[src/cpc_fifo.sv]
// Purpose: small show-ahead fifo with a registered output word
// Assumes: one clock, synchronous active-low reset
// Notes:   holds DEPTH words in memory plus one in the output register
`timescale 1ns/1ps
`default_nettype none
module cpc_fifo #(
  parameter int unsigned WIDTH = 9,
  parameter int unsigned DEPTH = 16
) (
  // clock and reset
  input  wire logic             clock_in,
  input  wire logic             rst_n_in,
  // fill side
  input  wire logic [WIDTH-1:0] in_data_in,
  input  wire logic             in_valid_in,
  output logic                  in_ready_out,
  // drain side
  output logic [WIDTH-1:0]      out_data_out,
  output logic                  out_valid_out,
  input  wire logic             out_ready_in
);
  localparam int unsigned AW = $clog2(DEPTH);
  localparam int unsigned CW = $clog2(DEPTH + 1);

  initial begin
    if (DEPTH < 2 || (1 << AW) != DEPTH || WIDTH < 1) begin
      $error("cpc_fifo: DEPTH must be a power of two of at least 2");
    end
  end

  logic [WIDTH-1:0] mem [DEPTH];
  logic [AW-1:0]    wr_ptr;
  logic [AW-1:0]    rd_ptr;
  logic [CW-1:0]    count;
  wire              write_en  = in_valid_in & in_ready_out;
  wire              load_en   = (~out_valid_out | out_ready_in) & (count != '0);
  wire  [CW-1:0]    next_count = count + CW'(write_en) - CW'(load_en);

  always_ff @(posedge clock_in) begin
    if (write_en) begin
      mem[wr_ptr] <= in_data_in;
    end
  end

  always_ff @(posedge clock_in) begin
    if (!rst_n_in) begin
      wr_ptr        <= '0;
      rd_ptr        <= '0;
      count         <= '0;
      in_ready_out  <= 1'b0;
      out_valid_out <= 1'b0;
      out_data_out  <= '0;
    end else begin
      wr_ptr       <= wr_ptr + AW'(write_en);
      rd_ptr       <= rd_ptr + AW'(load_en);
      count        <= next_count;
      // ready is registered, so it looks one word ahead
      in_ready_out <= next_count < CW'(DEPTH);
      if (load_en) begin
        out_data_out  <= mem[rd_ptr];
        out_valid_out <= 1'b1;
      end else if (out_ready_in) begin
        out_valid_out <= 1'b0;
      end
    end
  end
endmodule
`default_nettype wire

[config.mk]
export PLATFORM = sky130hd
export DESIGN_NAME = cpc_fifo
export DESIGN_NICKNAME = d
export VERILOG_FILES = /design/src/cpc_fifo.sv
export SDC_FILE = /design/constraint.sdc
export NUM_CORES = 1
export LEC_CHECK = 0
export BUFFER_PORTS_ARGS = -buffer_cell sky130_fd_sc_hd__buf_2
export CAP_MARGIN = 40
export CELL_PAD_IN_SITES_DETAIL_PLACEMENT = 2
export CELL_PAD_IN_SITES_GLOBAL_PLACEMENT = 2
export CORE_MARGIN = 1
export CORE_UTILIZATION = 51
export DETAILED_ROUTE_END_ITERATION = 12
export GPL_ROUTABILITY_DRIVEN = 0
export PLACE_DENSITY_LB_ADDON = 0.1
export SETUP_SLACK_MARGIN = 0.2
export SLEW_MARGIN = 20
export SYNTH_ARGS = -nofsm -noshare
export SYNTH_HDL_FRONTEND = slang
export SYNTH_SLANG_ARGS = --single-unit
export TNS_END_PERCENT = 1
[constraint.sdc]
create_clock -name clock_in -period 7.6 [get_ports clock_in]
set_clock_uncertainty 0.2 [all_clocks]
set_input_delay 1.14 -clock clock_in [delete_from_list [all_inputs] [get_ports clock_in]]
set_output_delay 1.14 -clock clock_in [all_outputs]
set_load 0.01 [all_outputs]
Word-level counts from Yosys, hierarchy flattened
Memory sizes are Yosys's and may differ from the RTL's. A register that Yosys moved wholly into a read port is not among the register bits.
Cells that the tools add are included.
{"block": "classes", "reduce_logical": 3, "mux": 4, "bitwise": 4, "add_sub_neg": 4, "n_lt_le_gt_ge": 1}
{"op": "$add A4 B1 Y4", "count": 2}
{"op": "$add A5 B1 Y5", "count": 1}
{"op": "$lt A5 B5 Y1 const B", "count": 1}
{"op": "$reduce_bool A5 Y1", "count": 1}
{"op": "$sub A5 B1 Y5", "count": 1}
{"op": "$mux W1", "count": 4}
{"op": "$and A1 B1 Y1", "count": 2}
{"op": "$reduce_bool A2 Y1", "count": 1}
{"op": "$logic_not A1 Y1", "count": 1}
{"op": "$not A1 Y1", "count": 1}
{"op": "$or A1 B1 Y1", "count": 1}
{"block": "totals", "out_inout_bits": 11, "reg_bits": 15, "word_cells": 22, "input_bits": 13, "ramBits": 144, "memories": 1}
{"name": "mem", "depth": 16, "word_bits": 9, "rd": 1, "rd_ports_with_merged_regs": 1, "write_ports": 1, "line_no": "31", "text": "logic [WIDTH-1:0] mem [DEPTH];"}

Logic depth before layout (Yosys ltp)
Gate-level depths: netlist (run 1).
{"block": "logic_depth", "depth_word": 5, "mapped_depth": 15, "depth_no_buf": 14}

Worst setup path after synthesis (run 1)
OpenSTA, ideal clock, no wires.
{"block": "synth_path", "path_type": "in2reg", "start": "input out_ready_in", "end": "register count[4]", "t_arrival_ns": 2.996, "required_time_ns": 7.285, "path_buffers": 1, "cell_stages": 13, "setup_ns": 0.115, "setup_slack_ns": 4.288, "cell_sequence": "nand2b_1 -> nand2b_1 -> buf_4 -> inv_1 -> ha_1 -> inv_1 -> ha_1 -> inv_1 -> fa_1 -> nand2b_1 -> a21oi_1 -> o21ai_0 -> and3_1"}
{"block": "synth_via", "elab_chain_len": 3}
{"item": "from (decl)", "line_no": "20", "text": "input wire logic out_ready_in"}
{"item": "$or A1 B1 Y1", "line_no": "36", "text": "wire load_en = (~out_valid_out | out_ready_in) & (count != '0);"}
{"item": "$and A1 B1 Y1", "line_no": "36"}
{"item": "named net load_en", "line_no": "36"}
{"item": "$sub A5 B1 Y5", "line_no": "37", "text": "wire [CW-1:0] next_count = count + CW'(write_en) - CW'(load_en);"}
{"item": "to (signal assigned)", "line_no": "56", "text": "count <= next_count;"}
{"item": "to (decl)", "line_no": "34", "text": "logic [CW-1:0] count;"}
The timed path passes the listed nets, and every way through them passes these cells.
A chain may end at the register's enable or synchronous reset.

Worst setup path after layout (run 1)
Same ends and word-level chain as after synthesis.

==> impl_metrics.py, run 1 <==
metrics = {
    "clocking": {
        "cts_buffers": 17,
        "ctsHoldBuffers": 0,
        "cts.path.max_buffers": 2,
        "clock_latency_ns": 0.44,
        "ctsResizeCount": 0,
        "cts_tree": "built",
        "htree_levels": 4,
        "clk_pin_slew_worst_paths_ns": 0.07,
        "ctsRootBufferMaster": "clkbuf_16",
        "cts_setup_buffers": 0,
        "cts.sinks": 168,
    },
    "worst_setup_path": {
        "arrival_ns": 3.73,
        "critical_path.max_fanout": 11,
        "cp.required_ns": 7.73,
        "critPathLaunchType": "input port",
        "worst_setup_path_end_kind": "flop",
        "path_class": "in -> reg",
    },
    "global_route": {
        "antenna_found_initial": 0,
        "grt_first_pass_wirelength_um": 24200,
        "grt_pass1_vias": 3826,
        "grt_use_total": 0.274,
        "gr-total-overflow": 0,
        "grt_max_degree": 38,
    },
    "power_and_ir_drop": {
        "intPower_mw": 1.76,
        "p_sw_frac": 0.277,
        "p_sw_mw": 0.674,
        "pwr-share-clk": 0.350,
        "vdd_drop_max_mv": 0.181,
        "p_leak_nw": 2.48,
        "power_frac_comb": 0.189,
        "power.density_nw_per_um2": 324,
        "seqPwrFrac": 0.461,
    },
    "run_status": {
        "status": "completed",
    },
    "yosys": {
        "synth_most_common_cell": "edfxtp_1",
        "synth_edf_count": 144,
        "syn_nets": 360,
        "async_reset_ff_frac": 0,
        "ys_top_cells_by_area": "edfxtp_1, mux4_2, dfxtp_1, mux2i_1, mux4_1",
        "ys_seq_area_frac": 0.731,
        "synth_top_area_frac": 0.658,
        "synth_area_um2": 6570,
        "yosys_warnings": 0,
        "yosysUniqueCellTypes": 31,
        "ys_seq_elements": 168,
        "yosys.area.top_type": "edfxtp_1",
        "synth_ff_type": "edfxtp_1",
        "netlist_instances": 336,
        "syn_avg_cell_area_um2": 19.6,
        "synth_common_cells": "edfxtp_1, mux4_2, dfxtp_1, nor2_1, mux2i_1",
    },
    "sta": {
        "min_period_over_period": 0.474,
        "worst_slew_pin_slew_ns": 0.682,
        "fmax_mhz": 278,
        "rsz0062_at_grt": "false",
        "setup-violations-final": 0,
        "hold_viol_final": 0,
        "relSlewSlack": 0.544,
        "min_period_ns": 3.60,
        "final_max_slew_viol_count": 0,
        "setup_tns_ns": 0,
    },
    "drt": {
        "vias": 3358,
        "first_pass_iters": 4,
        "totalWireLength_um": 16500,
        "drcViolationCount": 0,
        "antenna_left": 0,
        "wire_per_inst_um": 29.1,
        "drt_iter0_markers": 201,
        "via_per_inst": 5.94,
    },
    "placed_design": {
        "hpwl_um": 10900,
        "io_buffer_count": 23,
        "placed_cell_area_um2": 6930,
    },
    "layout": {
        "antenna_cells": 0,
        "nets": 406,
        "syn2layout_area_growth_pct": 14.2,
        "fin_area_um2": 7500,
        "drive_gt1_frac": 0.270,
    },
    "die": {
        "die_height_um": 116,
        "die_w_um": 116,
        "rows": 41,
        "dieArea_um2": 13300,
        "io_pins": 24,
        "initial_utilization": 0.523,
        "core_region_area_um2": 12600,
    },
    "hold_path": {
        "worst_hold_path_type": "reg -> reg",
    },
    "flow_run": {
        "drv_cap": 0,
    },
}
## cell usage in the layout (no fill, tap or decap), drive strengths merged, types with 4 or more instances in the layout
master,Yosys,final
inv,10,14
clkbuf,3,17
nor2,20,20
buf,12,42
o221ai,9,9
edfxtp,144,144
and2,5,5
mux2i,18,18
xnor2,4,4
dfxtp,24,24
nand3,13,13
ha,10,10
mux4,36,36
a21oi,4,4
nor3,4,4
nand2b,5,5
clkinv,0,4
## metrics by stage
stage,hold slack [ns],util,std cells,total power [mW],setup WS [ns]
6_report,0.304,0.597,565,2.43,4.00
5_1_grt,0.336,0.597,565,2.51,3.87
4_1_cts,0.307,0.597,565,2.46,4.00
3_5_place_dp,0.306,0.552,535,1.60,3.68
3_3_place_gp,0.270,0.544,523,1.55,3.87
2_1_floorplan,0.309,-,336,1.46,4.29
## area by class of cell
cell class	count	area (um2)
inverters	10	37.5
well taps	172	215
flip-flops and latches	168	4810
repair buffers	42	265
clock buffers	17	425
clock inverters	13	145
fillers	1014	5060
multi-input cells	143	1610
## routing by layer
layer  up-vias  part of all wire  GRT usage
li1       1439                 -          -
met1      1804              0.41      0.324
met2        79              0.54      0.477
met3        36             0.033     0.0622
met4         0             0.027      0.130
met5         -                 0          0
## cell families after synthesis
group | after synthesis | synth area share
fa+ha+maj | 11 | 0.0221
compound gates | 15 | 0.0169
xor+xnor | 7 | 0.00933
flops | 168 | 0.731
buf+inv | 25 | 0.0240
mux | 54 | 0.154
simple gates | 56 | 0.0428
## power groups by stage
stage | sequential [mW] | combinational, mW | clock (mW)
3_3_place_gp | 1.14 | 0.412 | 0
6_report | 1.12 | 0.459 | 0.850
4_1_cts | 1.12 | 0.468 | 0.868
3_5_place_dp | 1.14 | 0.453 | 0
2_1_floorplan | 1.12 | 0.343 | 0
5_1_grt | 1.13 | 0.495 | 0.889
## worst max-delay path, stage by stage
cell      delay [ns]
buf_2           0.09
nand2b_1        0.16
nand2b_1        0.37
inv_1           0.16
ha_1            0.33
inv_1           0.07
ha_1            0.18
inv_1           0.07
fa_1            0.43
nand2b_1        0.18
a21oi_1         0.22
o21ai_0         0.14
and3_1          0.18
## worst paths after layout
path | to | cells after the start | startpoint | slack (ns)
min | out_data_out[2] | 2 | out_data_out[2] | 0.30
max reg2reg | count[4] | 14 | count[2] | 4.08
max | count[4] | 13 | out_ready_in | 4.00
min reg2reg | out_data_out[2] | 2 | out_data_out[2] | 0.30
## state kept, by name, indices dropped and copies added (netlist names)
| signal | cells |
|---|---|
| rd_ptr | 4 |
| mem | 144 |
| count | 5 |
| wr_ptr | 4 |
| in_ready_out | 1 |
| out_valid_out | 1 |
| out_data_out | 9 |
Power figures use the tool's default switching activity.
==> inputs of run 2 (changes only) <==
- CORE_UTILIZATION: 51 -> 48
- clock period: 7.6 -> 3.33 ns (I/O delays scaled with it)
==> run 2 against run 1 <==
Combinational power rose by 140%. Register-to-register slack worse by 3.7 ns. Sequential share of layout area shrank 0.43 points. Cell count up 1.8%. Core utilization shrank 2.9 points. Via count down 1.8%. Wire length fell by 0.81%. Non-clock buffer count up 4. Clock power rose by 140%. Clock-buffer cell count did not move. Setup slack lost 3.6 ns. Highest routed layer unchanged.
==> impl_metrics.py, run 2 (same netlist as run 1, synthesis figures left out) <==
metrics = {
    "sta": {
        "fin_ws_ns": 0.386,
        "hold_viol_final": 0,
        "min_period_ns": 2.94,
        "rsz0062_at_grt": "false",
        "setup-violations-final": 0,
        "fmax_mhz": 340,
        "final_max_slew_viol_count": 0,
        "whs_ns": 0.193,
        "worst_slew_pin_slew_ns": 0.635,
        "relSlewSlack": 0.577,
        "setup_tns_ns": 0,
        "min_period_over_period": 0.884,
    },
    "drt": {
        "drcViolationCount": 0,
        "vias": 3298,
        "drt_iter0_markers": 261,
        "first_pass_iters": 4,
        "wire_per_inst_um": 28.4,
        "totalWireLength_um": 16300,
        "antenna_left": 0,
        "via_per_inst": 5.74,
    },
    "layout": {
        "final_common_cell": "edfxtp_1",
        "antenna_cells": 0,
        "fillers": 1096,
        "top_register": "mem",
        "largest_reg_flops": 144,
        "layout.cells.non_filler": 575,
        "drive_gt1_frac": 0.281,
        "syn2layout_area_growth_pct": 15.0,
        "top_regs": "mem: 144 flops, out_data_out: 9 flops, count: 5 flops",
        "nets": 410,
        "final_cell_mix": "edfxtp_1, mux4_2, buf_2, buf_4, dfxtp_1",
        "fin_area_um2": 7560,
        "fin_util": 0.568,
    },
    "flow_run": {
        "drv_cap": 0,
    },
    "power_and_ir_drop": {
        "p_leak_nw": 2.51,
        "vdd_drop_max_mv": 0.456,
        "total_power_mw": 5.61,
        "intPower_mw": 4.04,
        "seqPwrFrac": 0.445,
        "power.density_nw_per_um2": 743,
        "power_frac_comb": 0.200,
        "p_sw_mw": 1.57,
        "pwr-share-clk": 0.356,
        "p_sw_frac": 0.280,
    },
    "global_route": {
        "grt_first_pass_wirelength_um": 24500,
        "antenna_found_initial": 0,
        "grt_util_met1": 0.312,
        "grt_busiest_layer": "met2",
        "gr-total-overflow": 0,
        "use_met2": 0.444,
        "grt_util_met3": 0.0493,
        "grt_max_degree": 24,
        "grt_pass1_vias": 3806,
        "grt_use_total": 0.253,
    },
    "clocking": {
        "clk_pin_slew_worst_paths_ns": 0.07,
        "htree_levels": 4,
        "cts_tree": "built",
        "cts.path.max_buffers": 2,
        "clock_latency_ns": 0.43,
        "cts.sinks": 168,
        "ctsRootBufferMaster": "clkbuf_16",
        "cts_buffers": 17,
        "ctsHoldBuffers": 0,
        "cts_setup_buffers": 0,
    },
    "hold_path": {
        "worst_hold_path_type": "in -> reg",
    },
    "placed_design": {
        "hpwl_um": 10100,
        "io_buffer_count": 23,
        "placed_cell_area_um2": 6960,
        "dp_cells": 543,
        "pre_cts_ws_ns": 0.394,
    },
    "worst_setup_path": {
        "cp.required_ns": 3.45,
        "critPathLaunchType": "flop",
        "path_class": "reg -> reg",
        "arrival_ns": 3.07,
        "worst_setup_path_end_kind": "flop",
        "critical_path.max_fanout": 3,
    },
    "die": {
        "core_region_area_um2": 13300,
        "dieArea_um2": 14200,
        "initial_utilization": 0.494,
        "die_height_um": 119,
        "rows": 42,
        "io_pins": 24,
        "die_w_um": 119,
    },
    "run_status": {
        "status": "completed",
    },
}
## run 2: worst paths after layout
check	from	endpoint	slack, ns	cells after the start
max	count[2]	count[4]	0.39	14
min	out_ready_in	out_valid_out	0.19	3
min reg2reg	out_data_out[3]	out_data_out[3]	0.31	2
max reg2reg	count[2]	count[4]	0.39	14
## run 2: what timing repair did
action,4_1_cts,5_1_grt
endpoints found under the setup margin,0,1
resized for setup,0,1
endpoints found under the hold margin,0,0
## run 2: worst max-delay path: stages (launching register included)
cell and delay [ns]:
dfxtp_1 0.32, inv_1 0.09, ha_1 0.14, nor4b_2 0.22
nand2b_1 0.16, inv_1 0.08, ha_1 0.30, inv_1 0.06
ha_1 0.16, inv_1 0.07, fa_1 0.42, nand2b_1 0.17
a21oi_1 0.18, o21ai_1 0.10, and3_1 0.18
## run 2: cell type report
class,count,area [um2],share of cell area
clock inverters,15,169,0.0224
inverters,10,37.5,0.00497
clock buffers,17,425,0.0563
well taps,176,220,0.0291
multi-input cells,143,1610,0.213
repair buffers,46,288,0.0381
flip-flops and latches,168,4810,0.636
## run 2: per-layer routing
layer / up-vias / routed length, um
met1: 1772 / 6640
li1: 1445 / -
met3: 16 / 474
met4: 0 / 270
met5: - / 0
met2: 65 / 8950
## run 2: power groups by stage
stage               clock network (mW)  registers (mW)  logic [mW]
floorplan                            0            2.55       0.782
global placement                     0            2.53        1.04
detailed placement                   0            2.54        1.10
CTS                               2.02            2.50        1.14
global route                      2.09            2.51        1.23
finish                            2.00            2.50        1.12
